$ cat src/rtl/fast_adc_capture_pkg.sv
package fast_adc_capture_pkg;

	// Bus region bases; SPI decoded on the top address nibble, capture on bits 15:4
	localparam logic [15:0] SPI_BASE      = 16'h1000;
	localparam logic [15:0] CAP_BASE      = 16'h3000;
	localparam logic [15:0] BOARD_BASE    = 16'h8000;

	// Capture register offsets, one register per address; byte-wide except the 4-bit OFS_START_TOP and OFS_END_TOP
	localparam logic [3:0]  OFS_START_TOP = 4'h0;
	localparam logic [3:0]  OFS_START_B2  = 4'h1;
	localparam logic [3:0]  OFS_START_B1  = 4'h2;
	localparam logic [3:0]  OFS_START_B0  = 4'h3;
	localparam logic [3:0]  OFS_END_TOP   = 4'h4;
	localparam logic [3:0]  OFS_END_B2    = 4'h5;
	localparam logic [3:0]  OFS_END_B1    = 4'h6;
	localparam logic [3:0]  OFS_END_B0    = 4'h7;
	localparam logic [3:0]  OFS_CONV_CTL  = 4'h8;
	localparam logic [3:0]  OFS_TRIG_CTL  = 4'h9;

	// converter_control fields
	localparam int SLEEP_BIT   = 7;
	localparam int CRESET_BIT  = 6;
	localparam int ORDER_BIT   = 5;
	localparam int PHASE_BIT   = 4;
	localparam int CLK1_BIT    = 3;
	localparam int CLK0_BIT    = 2;
	localparam int TAGU_BIT    = 1;
	localparam int TAGL_BIT    = 0;

	// trigger_and_run_control fields; 7 and 6 are read-only status
	localparam int BUSY_BIT    = 7;
	localparam int FIRED_BIT   = 6;
	localparam int TCH_BIT     = 4;
	localparam int LISTEN_BIT  = 3;
	localparam int SINGLE_BIT  = 2;
	localparam int HALT_BIT    = 1;
	localparam int LAUNCH_BIT  = 0;

	// SPI bridge address fields
	localparam int SPI_END_BIT = 11;
	localparam int SPI_USE_BIT = 10;
	localparam int SPI_SEL_LSB = 8;

	// Reset values
	localparam logic [7:0]  CTL_RST  = 8'h00;
	localparam logic [27:0] ADDR_RST = 28'h000_0000;

	// SPI clock half period in system clock cycles
	localparam int SPI_HALF_CYC = 2;

	// Sample and memory word geometry
	localparam int ADC_W  = 12;
	localparam int MEM_W  = 16;

	typedef struct packed {
		logic        wr;
		logic        rd;
		logic [15:0] addr;
		logic [31:0] wdata;
	} bus_req_s;

	typedef struct packed {
		logic             valid;
		logic [27:0]      addr;
		logic [MEM_W-1:0] data;
	} mem_wr_s;

	typedef enum logic [1:0] {
		CAP_IDLE = 2'b01,
		CAP_RUN  = 2'b10
	} cap_state_e;

	typedef enum logic [1:0] {
		SPI_IDLE  = 2'b01,
		SPI_SHIFT = 2'b10
	} spi_state_e;

endpackage

$ cat src/rtl/fast_adc_capture.sv
`timescale 1ns/1ps
`default_nettype none

module fast_adc_capture
	import fast_adc_capture_pkg::*;
#(
	parameter int SPI_HALF = SPI_HALF_CYC
)
(
	// Clock and reset
	input  wire logic             sys_clk_in,
	input  wire logic             arst_n_in,
	// On-chip bus
	input  wire bus_req_s         bus_in,
	output logic                  bus_ack_out,
	output logic [31:0]           bus_rdata_out,
	// Converter pins
	input  wire logic             adc_clk_in,
	input  wire logic [ADC_W-1:0] adc_data_in,
	output logic                  adc_clk_out,
	output logic                  adc_pd_out,
	output logic                  adc_rst_out,
	// Trigger pins
	input  wire logic [1:0]       trig_in,
	// Sample memory
	output mem_wr_s               mem_out,
	// SPI configuration port
	output logic                  spi_sclk_out,
	output logic                  spi_mosi_out,
	output logic [3:0]            spi_cs_n_out
);

	function automatic logic [3:0] onehot4(input logic [1:0] sel);
		onehot4 = 4'h1 << sel;
	endfunction

	cap_state_e       cap_q;
	spi_state_e       spi_q;
	logic             ack_q;
	logic [27:0]      start_q;
	logic [27:0]      end_q;
	logic [7:0]       conv_q;
	logic [4:0]       trig_q;
	logic             fired_q;
	logic [27:0]      wr_addr_q;
	logic [1:0]       pend_q;
	logic [2:0]       aclk_q;
	logic [ADC_W-1:0] d1_q;
	logic [ADC_W-1:0] d2_q;
	logic [ADC_W-1:0] rise_word_q;
	logic [ADC_W-1:0] first_q;
	logic [ADC_W-1:0] second_q;
	logic [1:0]       phase_q;
	logic [1:0]       tr1_q;
	logic [1:0]       tr2_q;
	logic             tsel_prev_q;
	logic             ddr_phase_q;
	logic [15:0]      sh_q;
	logic [4:0]       bits_q;
	logic [7:0]       half_q;
	logic             sclk_q;
	logic             cs_act_q;
	logic [1:0]       cs_sel_q;
	logic             release_q;

	logic             req;
	logic             spi_hit;
	logic             cap_hit;
	logic             spi_stall;
	logic             take;
	logic             cap_wr;
	logic             wr_trig;
	logic             halt_req;
	logic             launch_req;
	logic             tsel;
	logic             trig_edge;
	logic             trig_fire;
	logic             word_wr;
	logic             at_end;
	logic             spi_tick;

	// Address decode
	assign req       = bus_in.wr | bus_in.rd;
	assign spi_hit   = bus_in.addr[15:12] == SPI_BASE[15:12];
	assign cap_hit   = bus_in.addr[15:4] == CAP_BASE[15:4];
	// A write to the bridge waits while the previous byte is still shifting
	assign spi_stall = spi_hit & bus_in.wr & (spi_q != SPI_IDLE);
	assign take      = req & ~ack_q & ~spi_stall;
	assign cap_wr    = take & bus_in.wr & cap_hit;
	assign wr_trig   = cap_wr & (bus_in.addr[3:0] == OFS_TRIG_CTL);
	assign halt_req  = wr_trig & bus_in.wdata[HALT_BIT];
	assign launch_req = wr_trig & bus_in.wdata[LAUNCH_BIT] & ~bus_in.wdata[HALT_BIT];

	assign bus_ack_out = ack_q;

	always_ff @(posedge sys_clk_in or negedge arst_n_in)
	begin
		if (!arst_n_in)
			ack_q <= 1'b0;
		else
			ack_q <= take;
	end

	// Read path; the board region and unmapped addresses answer zero
	always_ff @(posedge sys_clk_in or negedge arst_n_in)
	begin
		if (!arst_n_in)
			bus_rdata_out <= 32'h0000_0000;
		else if (take && bus_in.rd)
		begin
			bus_rdata_out <= 32'h0000_0000;
			if (cap_hit)
			begin
				unique case (bus_in.addr[3:0])
					OFS_START_TOP: bus_rdata_out[3:0] <= start_q[27:24];
					OFS_START_B2:  bus_rdata_out[7:0] <= start_q[23:16];
					OFS_START_B1:  bus_rdata_out[7:0] <= start_q[15:8];
					OFS_START_B0:  bus_rdata_out[7:0] <= start_q[7:0];
					OFS_END_TOP:   bus_rdata_out[3:0] <= end_q[27:24];
					OFS_END_B2:    bus_rdata_out[7:0] <= end_q[23:16];
					OFS_END_B1:    bus_rdata_out[7:0] <= end_q[15:8];
					OFS_END_B0:    bus_rdata_out[7:0] <= end_q[7:0];
					OFS_CONV_CTL:  bus_rdata_out[7:0] <= conv_q;
					OFS_TRIG_CTL:  bus_rdata_out[7:0] <= {cap_q == CAP_RUN, fired_q, 1'b0, trig_q};
					default:       bus_rdata_out <= 32'h0000_0000;
				endcase
			end
		end
	end

	// Register writes
	always_ff @(posedge sys_clk_in or negedge arst_n_in)
	begin
		if (!arst_n_in)
		begin
			start_q <= ADDR_RST;
			end_q   <= ADDR_RST;
			conv_q  <= CTL_RST;
			trig_q  <= CTL_RST[4:0];
		end
		else if (cap_wr)
		begin
			unique case (bus_in.addr[3:0])
				OFS_START_TOP: start_q[27:24] <= bus_in.wdata[3:0];
				OFS_START_B2:  start_q[23:16] <= bus_in.wdata[7:0];
				OFS_START_B1:  start_q[15:8]  <= bus_in.wdata[7:0];
				OFS_START_B0:  start_q[7:0]   <= bus_in.wdata[7:0];
				OFS_END_TOP:   end_q[27:24]   <= bus_in.wdata[3:0];
				OFS_END_B2:    end_q[23:16]   <= bus_in.wdata[7:0];
				OFS_END_B1:    end_q[15:8]    <= bus_in.wdata[7:0];
				OFS_END_B0:    end_q[7:0]     <= bus_in.wdata[7:0];
				OFS_CONV_CTL:  conv_q         <= bus_in.wdata[7:0];
				OFS_TRIG_CTL:  trig_q         <= bus_in.wdata[4:0];
				default:       conv_q         <= conv_q;
			endcase
		end
	end

	// Converter pins
	assign adc_pd_out  = ~conv_q[SLEEP_BIT];
	assign adc_rst_out = ~conv_q[CRESET_BIT];

	// Two-level output cell emulated at half the system rate
	always_ff @(posedge sys_clk_in or negedge arst_n_in)
	begin
		if (!arst_n_in)
		begin
			ddr_phase_q <= 1'b0;
			adc_clk_out <= 1'b0;
		end
		else
		begin
			ddr_phase_q <= ~ddr_phase_q;
			adc_clk_out <= ddr_phase_q ? conv_q[CLK0_BIT] : conv_q[CLK1_BIT];
		end
	end

	// Pin synchronisers; the second stage feeds logic, and the third too for the link clock
	always_ff @(posedge sys_clk_in or negedge arst_n_in)
	begin
		if (!arst_n_in)
		begin
			aclk_q <= 3'h0;
			d1_q   <= '0;
			d2_q   <= '0;
			tr1_q  <= 2'h0;
			tr2_q  <= 2'h0;
		end
		else
		begin
			aclk_q <= {aclk_q[1:0], adc_clk_in};
			d1_q   <= adc_data_in;
			d2_q   <= d1_q;
			tr1_q  <= trig_in;
			tr2_q  <= tr1_q;
		end
	end

	// Trigger selection and edge detection
	assign tsel      = tr2_q[trig_q[TCH_BIT]];
	assign trig_edge = tsel & ~tsel_prev_q;
	assign trig_fire = trig_edge & trig_q[LISTEN_BIT] & (cap_q == CAP_IDLE)
		& ~(trig_q[SINGLE_BIT] & fired_q) & ~wr_trig;

	always_ff @(posedge sys_clk_in or negedge arst_n_in)
	begin
		if (!arst_n_in)
		begin
			tsel_prev_q <= 1'b0;
			fired_q     <= 1'b0;
		end
		else
		begin
			tsel_prev_q <= tsel;
			if (trig_fire)
				fired_q <= 1'b1;
			else if (wr_trig)
				fired_q <= 1'b0;
		end
	end

	// DDR word capture; a pair completes on the falling edge of the link clock
	always_ff @(posedge sys_clk_in or negedge arst_n_in)
	begin
		if (!arst_n_in)
		begin
			rise_word_q <= '0;
			first_q     <= '0;
			second_q    <= '0;
			phase_q     <= 2'h0;
			pend_q      <= 2'h0;
		end
		else if (aclk_q[2] && !aclk_q[1])
		begin
			// Slow link clock leaves eight cycles per pair, so no overrun
			first_q  <= conv_q[ORDER_BIT] ? d2_q : rise_word_q;
			second_q <= conv_q[ORDER_BIT] ? rise_word_q : d2_q;
			phase_q  <= {aclk_q[2], aclk_q[1]};
			pend_q   <= 2'h2;
		end
		else
		begin
			if (aclk_q[1] && !aclk_q[2])
				rise_word_q <= d2_q;
			if (pend_q != 2'h0)
				pend_q <= pend_q - 2'h1;
		end
	end

	assign word_wr = (cap_q == CAP_RUN) & (pend_q != 2'h0);
	assign at_end  = wr_addr_q == end_q;

	// Capture run control
	always_ff @(posedge sys_clk_in or negedge arst_n_in)
	begin
		if (!arst_n_in)
		begin
			cap_q     <= CAP_IDLE;
			wr_addr_q <= ADDR_RST;
		end
		else if (halt_req)
			cap_q <= CAP_IDLE;
		else if (launch_req || trig_fire)
		begin
			cap_q     <= CAP_RUN;
			wr_addr_q <= start_q;
		end
		else if (word_wr)
		begin
			if (!at_end)
				wr_addr_q <= wr_addr_q + 28'h000_0001;
			else if (trig_q[LAUNCH_BIT])
				wr_addr_q <= start_q;
			else
				cap_q <= CAP_IDLE;
		end
	end

	// Memory word: tags on top, optional phase bits directly above the sample
	always_ff @(posedge sys_clk_in or negedge arst_n_in)
	begin
		if (!arst_n_in)
			mem_out <= '0;
		else
		begin
			mem_out.valid <= word_wr;
			mem_out.addr  <= wr_addr_q;
			mem_out.data  <= {conv_q[TAGU_BIT], conv_q[TAGL_BIT],
				conv_q[PHASE_BIT] ? phase_q : 2'h0,
				(pend_q == 2'h2) ? first_q : second_q};
		end
	end

	// SPI bridge
	assign spi_tick     = half_q == 8'(SPI_HALF - 1);
	assign spi_sclk_out = sclk_q;
	assign spi_mosi_out = sh_q[15];
	assign spi_cs_n_out = ~(cs_act_q ? onehot4(cs_sel_q) : 4'h0);

	always_ff @(posedge sys_clk_in or negedge arst_n_in)
	begin
		if (!arst_n_in)
		begin
			spi_q     <= SPI_IDLE;
			sh_q      <= 16'h0000;
			bits_q    <= 5'h00;
			half_q    <= 8'h00;
			sclk_q    <= 1'b0;
			cs_act_q  <= 1'b0;
			cs_sel_q  <= 2'h0;
			release_q <= 1'b0;
		end
		else
		begin
			unique case (spi_q)
				SPI_IDLE:
				begin
					half_q <= 8'h00;
					if (take && bus_in.wr && spi_hit)
					begin
						spi_q     <= SPI_SHIFT;
						cs_act_q  <= 1'b1;
						cs_sel_q  <= bus_in.addr[SPI_SEL_LSB +: 2];
						release_q <= bus_in.addr[SPI_END_BIT];
						if (bus_in.addr[SPI_USE_BIT])
						begin
							sh_q   <= {bus_in.addr[7:0], bus_in.wdata[7:0]};
							bits_q <= 5'h10;
						end
						else
						begin
							sh_q   <= {bus_in.wdata[7:0], 8'h00};
							bits_q <= 5'h08;
						end
					end
				end
				SPI_SHIFT:
				begin
					half_q <= spi_tick ? 8'h00 : half_q + 8'h01;
					if (spi_tick)
					begin
						sclk_q <= ~sclk_q;
						if (sclk_q)
						begin
							sh_q   <= {sh_q[14:0], 1'b0};
							bits_q <= bits_q - 5'h01;
							if (bits_q == 5'h01)
							begin
								spi_q <= SPI_IDLE;
								// Chained writes keep select low between bytes
								if (release_q)
									cs_act_q <= 1'b0;
							end
						end
					end
				end
			endcase
		end
	end

	// Checks
	a_pd_inverse: assert property (@(posedge sys_clk_in) disable iff (!arst_n_in)
		adc_pd_out != conv_q[SLEEP_BIT]) else $error("power-down pin not inverted");

	a_rst_inverse: assert property (@(posedge sys_clk_in) disable iff (!arst_n_in)
		adc_rst_out == !conv_q[CRESET_BIT]) else $error("reset pin not inverted");

	a_launch_starts: assert property (@(posedge sys_clk_in) disable iff (!arst_n_in)
		launch_req |=> cap_q == CAP_RUN && wr_addr_q == $past(start_q))
		else $error("launch did not start run at start address");

	a_halt_stops: assert property (@(posedge sys_clk_in) disable iff (!arst_n_in)
		halt_req |=> cap_q == CAP_IDLE ##1 !mem_out.valid)
		else $error("halt did not stop run");

	a_end_stops: assert property (@(posedge sys_clk_in) disable iff (!arst_n_in)
		word_wr && at_end && !trig_q[LAUNCH_BIT] && !wr_trig |=> cap_q == CAP_IDLE)
		else $error("run passed end address");

	a_end_restart: assert property (@(posedge sys_clk_in) disable iff (!arst_n_in)
		word_wr && at_end && trig_q[LAUNCH_BIT] && !wr_trig
		|=> cap_q == CAP_RUN && wr_addr_q == $past(start_q))
		else $error("no restart at end address");

	a_addr_step: assert property (@(posedge sys_clk_in) disable iff (!arst_n_in)
		word_wr && !at_end && !wr_trig |=> wr_addr_q == $past(wr_addr_q) + 28'h000_0001)
		else $error("write address did not advance by one");

	a_tag_bits: assert property (@(posedge sys_clk_in) disable iff (!arst_n_in)
		mem_out.valid |-> mem_out.data[MEM_W-1] == $past(conv_q[TAGU_BIT])
			&& mem_out.data[MEM_W-2] == $past(conv_q[TAGL_BIT]))
		else $error("tag bits wrong in memory word");

	a_listen_gate: assert property (@(posedge sys_clk_in) disable iff (!arst_n_in)
		!trig_q[LISTEN_BIT] && cap_q == CAP_IDLE && !launch_req |=> cap_q == CAP_IDLE)
		else $error("run started while not listening");

	a_cs_held: assert property (@(posedge sys_clk_in) disable iff (!arst_n_in)
		spi_q == SPI_SHIFT |-> $countones(~spi_cs_n_out) == 1)
		else $error("select not held during transfer");

endmodule

`default_nettype wire

$ cat config.mk
export PLATFORM = sky130hd
export DESIGN_NAME = fast_adc_capture
export DESIGN_NICKNAME = d
export VERILOG_FILES = /design/src/rtl/fast_adc_capture_pkg.sv /design/src/rtl/fast_adc_capture.sv
export SDC_FILE = /design/constraint.sdc
export NUM_CORES = 1
export LEC_CHECK = 0
export BUFFER_PORTS_ARGS = -buffer_cell sky130_fd_sc_hd__buf_2
export CAP_MARGIN = 40
export CORE_ASPECT_RATIO = 2
export CORE_UTILIZATION = 40
export DETAILED_ROUTE_END_ITERATION = 10
export GPL_ROUTABILITY_DRIVEN = 0
export HOLD_SLACK_MARGIN = 0.1
export PLACE_DENSITY = 0.66
export SETUP_SLACK_MARGIN = 0.15
export SLEW_MARGIN = 20
export SYNTH_ARGS = -nofsm -noshare
export SYNTH_HDL_FRONTEND = slang
export SYNTH_SLANG_ARGS = --single-unit
$ cat constraint.sdc
create_clock -name sys_clk_in -period 3.1 [get_ports sys_clk_in]
set_input_delay 0 -clock sys_clk_in [delete_from_list [all_inputs] [get_ports sys_clk_in]]
set_output_delay 0 -clock sys_clk_in [all_outputs]
set_load 0.02 [all_outputs]
==> key figures <==
Outcome
  • Status: completed

Critical path
  • Startpoint types: primary input
  • Dominant delay contributor by cell family on the critical path: buffers and inverters
  • R2R depth: 9
  • Worst r2r dst: wr_addr_q[12]$_DFFE_PN0P_
  • Worst setup path endpoint: wr_addr_q[12]$_DFFE_PN0P_
  • Levels on crit path: 11
  • Worst Setup SP: bus_in[36]
  • Critical path peak fanout: 57
  • Crit Path Class: primary input to flip-flop
  • Crit-path slowest cell: or4_4
  • Largest stage delay, worst path: 0.54 ns
  • Cell Chain, Critical Path: dlygate4sd3_1 > buf_2 > or4_4 > nor4_4 > and4_1 > mux2i_2 > buf_4 > a22o_1 > buf_12 > o21ba_2 > o22a_1
  • Worst EP required: 3.53 ns
  • Critical Path End Type: flip-flop
  • Count of buffer and inverter cells on the critical path: 4
  • Worst path arrival time: about 3.3 ns
  • RR Startpoint: spi_q[0]$_DFFE_PN1P_
  • Flop2flop setup slack: 0.28 ns

Synthesis
  • Synth Area in Simple Gates: 10.1%
  • Ys async rst share: 100%
  • Synth Cell Area: 0.0118 mm^2
  • XOR/XNOR share of the synthesized area: 2.67%
  • Register bit count reported by yosys: 264
  • Warnings from Yosys: 0
  • Main synth FF type: dfrtp_1
  • Mapped Cells: 1,025
  • Compound-Gate Fraction of Synth Area: between 10 and 15%
  • Post-synthesis adder-cell area fraction: less than 1%
  • EDFF count, synth: 0
  • Largest family of logic cells by synthesized area: multiplexers
  • Yosys cell types: 61
  • Seq/Total Area, Yosys: 56.0%
  • Mux share of post-synthesis cell area: 14.9%
  • Avg Cell Area, Syn: about 12 um^2

Power and ir drop
  • Maximum vdd drop: 0.544 mV
  • PD cells: around 640 mW/mm^2
  • Leak: ~6.7 nW
  • Clk network pwr share: 33.8%
  • Psw: between 2 and 3 mW
  • Sw frac: 29.8%
  • Flop pwr share: 46.6%
  • Logic pwr share: 19.6%
  • P_int: 6.31 mW

Placement
  • Buffers on Ports: between 100 and 150
  • Post-DP HPWL: 20,700 um
  • Placed inst area: 0.0127 mm^2

Clock tree
  • CTS buffer count: 26
  • Clock Tree Buf Depth: 3
  • Resized cells post-CTS: 0
  • CTS root buf: clkbuf_16
  • Clock Sinks: 264
  • Worst-Skew Late Latency: around 0.54 ns
  • H-tree depth: 1
  • Clock transition at the registers of the reported paths: 0.06 ns
  • CTS tree: yes

Global route
  • Total Routing Usage GR: 19.9%
  • Largest net degree at the start of global routing: 96
  • Grt ovf: 0
  • First-pass GRT wire length: approximately 46,000 um
  • Number of global-route vias before repair: ~8,700
  • Initial antenna violation count: 0

Drt
  • Via density: around 5.4
  • DRT iter0 DRCs: 513
  • DRC viols: 0
  • Vias post-DR: 8,397
  • Post-Route WL: between 20,000 and 30,000 um
  • Detailed Routing Iterations Pass 1: 5
  • Drt wl/cell: 18.8 um
  • Antenna-violating nets left: 0

Finish
  • Filler cell count: 2,609
  • Commonest cells after routing, fill and taps aside: dfrtp_1 (262), buf_2 (104), mux2_2 (103)
  • Nets: 1,253
  • Design area: 0.0140 mm^2
  • Area Growth Syn to Fin: 19.0%
  • Share of cells above drive strength 1: 24.4%
  • Ant. Diodes: 0
  • Commonest non-fill, non-tap cell in the layout: dfrtp_1
  • Final Core Density: just under 50%

STA
  • RSZ-0062 raised after global routing: no
  • F_max: 355 MHz
  • Final setup viols: 0
  • Skew final: approximately 0.018 ns
  • Worst-Margin Slew: roughly 0.76 ns
  • Final worst-path cycle share: approximately nine tenths
  • Rel. slew slack: 49.4%
  • Final Critical Period: around 2.8 ns
  • Final Max Slew Viols: 0
  • Worst Hold Margin: between 0.06 and 0.07 ns
  • Endpoints failing hold: 0
  • Setup TNS: 0 ns

Hold path
  • Min-Delay Path Class: primary input to async pin

Run
  • Maximum capacitance violations: 0

Die
  • Die area: 0.0302 mm^2
  • Die Ht: between 200 and 250 um
  • Row cnt: 88
  • Initial Util: 40.7%
  • Core Area: 0.0290 mm^2
  • Die X: between 100 and 150 um
  • Num ports: between 150 and 200
## metal layers
layer	vias up	GRT usage (%)	part of all wire (%)	wire (um)
met4	0	10.6	5.0	1460
li1	3904	-	-	-
met5	-	0	0	0
met2	258	36.3	53	15400
met1	4149	21.6	38	11100
met3	86	2.97	4.5	1320
## worst reg2reg max path, delay by kind of cell (launching register included)
kind | cells | cell delay (ns)
AOI/OAI and AO/OA | 4 | 0.91
DFF | 1 | 0.55
buffers and inverters | 2 | 0.52
and+or+nand+nor | 2 | 0.45
muxes | 1 | 0.28
## kinds of logic (layout without fill, tap and decap cells)
group	Yosys count	count (layout)
AND/OR/NAND/NOR	247	247
adder cells (fa/ha/maj)	7	7
multiplexers	160	160
flip-flops	264	264
other	1	24
buffers and inverters	103	254
XOR/XNOR	36	36
AO/OA/AOI/OAI	207	207
## power by group through the flow
stage / clock network (mW) / logic, mW / registers [mW]
final: 3.04 / 1.76 / 4.19
after global routing: 3.25 / 1.96 / 4.26
after CTS: 3.12 / 1.78 / 4.19
after detailed placement: 0 / 1.73 / 4.25
after global placement: 0 / 1.69 / 4.24
after floorplan: 0 / 1.06 / 4.35
## worst min path at each step
stage	start	endpoint	depth (start not counted)
after CTS	arst_n_in	first_q[2]$_DFFE_PN0P_	2
after global routing	trig_in[0]	tr1_q[0]$_DFF_PN0_	2
after detailed placement	arst_n_in	second_q[2]$_DFFE_PN0P_	1
after global placement	arst_n_in	first_q[2]$_DFFE_PN0P_	1
final	arst_n_in	first_q[2]$_DFFE_PN0P_	2
after floorplan	arst_n_in	aclk_q[0]$_DFF_PN0_	0
## flip-flops by register name (all words and copies together) (netlist names), 3 cells and up
signal / flops
bits_q: 5
start_q: 28
sh_q: 16
mem_out: 45
rise_word_q: 12
second_q: 12
d2_q: 12
first_q: 12
d1_q: 12
conv_q: 8
wr_addr_q: 28
end_q: 28
half_q: 8
trig_q: 5
aclk_q: 3
bus_rdata_out: 8
## layout make-up
| class | instances | area (um^2) | area share (%) |
|---|---|---|---|
| flip-flops and latches | 264 | 6610 | 47.1 |
| clock inverters | 7 | 41.3 | 0.294 |
| clock buffers | 41 | 768 | 5.47 |
| well taps | 360 | 450 | 3.21 |
| inverters | 19 | 71.3 | 0.508 |
| multi-input cells | 681 | 4760 | 33.9 |
| repair buffers | 187 | 1340 | 9.52 |
## per-stage QoR
| step | instances | setup WS [ns] | total power [mW] |
|---|---|---|---|
| after floorplan | 1048 | 0.512 | 5.40 |
| after global placement | 1462 | 0.362 | 5.92 |
| after detailed placement | 1462 | 0.327 | 5.98 |
| after CTS | 1559 | 0.333 | 9.09 |
| after global routing | 1559 | 0.181 | 9.47 |
| final | 1559 | 0.282 | 8.99 |
## synth_stat cells (all sizes together) (4+ instances only)
library cell	n	area (um^2)
nor4	6	52.6
o22a	20	175
o21bai	7	52.6
a31oi	17	106
nor2	58	218
o22ai	7	43.8
nand2	84	315
ha	7	87.6
a22o	7	61.3
nor3	10	50.1
and2	8	50.1
nor2b	7	43.8
and3	11	68.8
a22oi	4	30.0
a41oi	6	52.6
o21ai	57	285
buf	46	297
o21a	4	30.0
mux2	105	1190
xor2	19	166
nand3	26	130
xnor2	17	149
mux2i	54	544
nand2b	10	62.6
inv	19	71.3
a21oi	53	265
clkbuf	38	143
dfrtp	262	6560
nand4	10	62.6
o2bb2ai	7	61.3
## what timing repair did
action | 4_1_cts | 5_1_grt
hold buffers | 49 | 0
buffers inserted | 0 | 0
endpoints found under the hold margin | 327 | 0
Note: power is estimated with default switching activity, not from simulation.
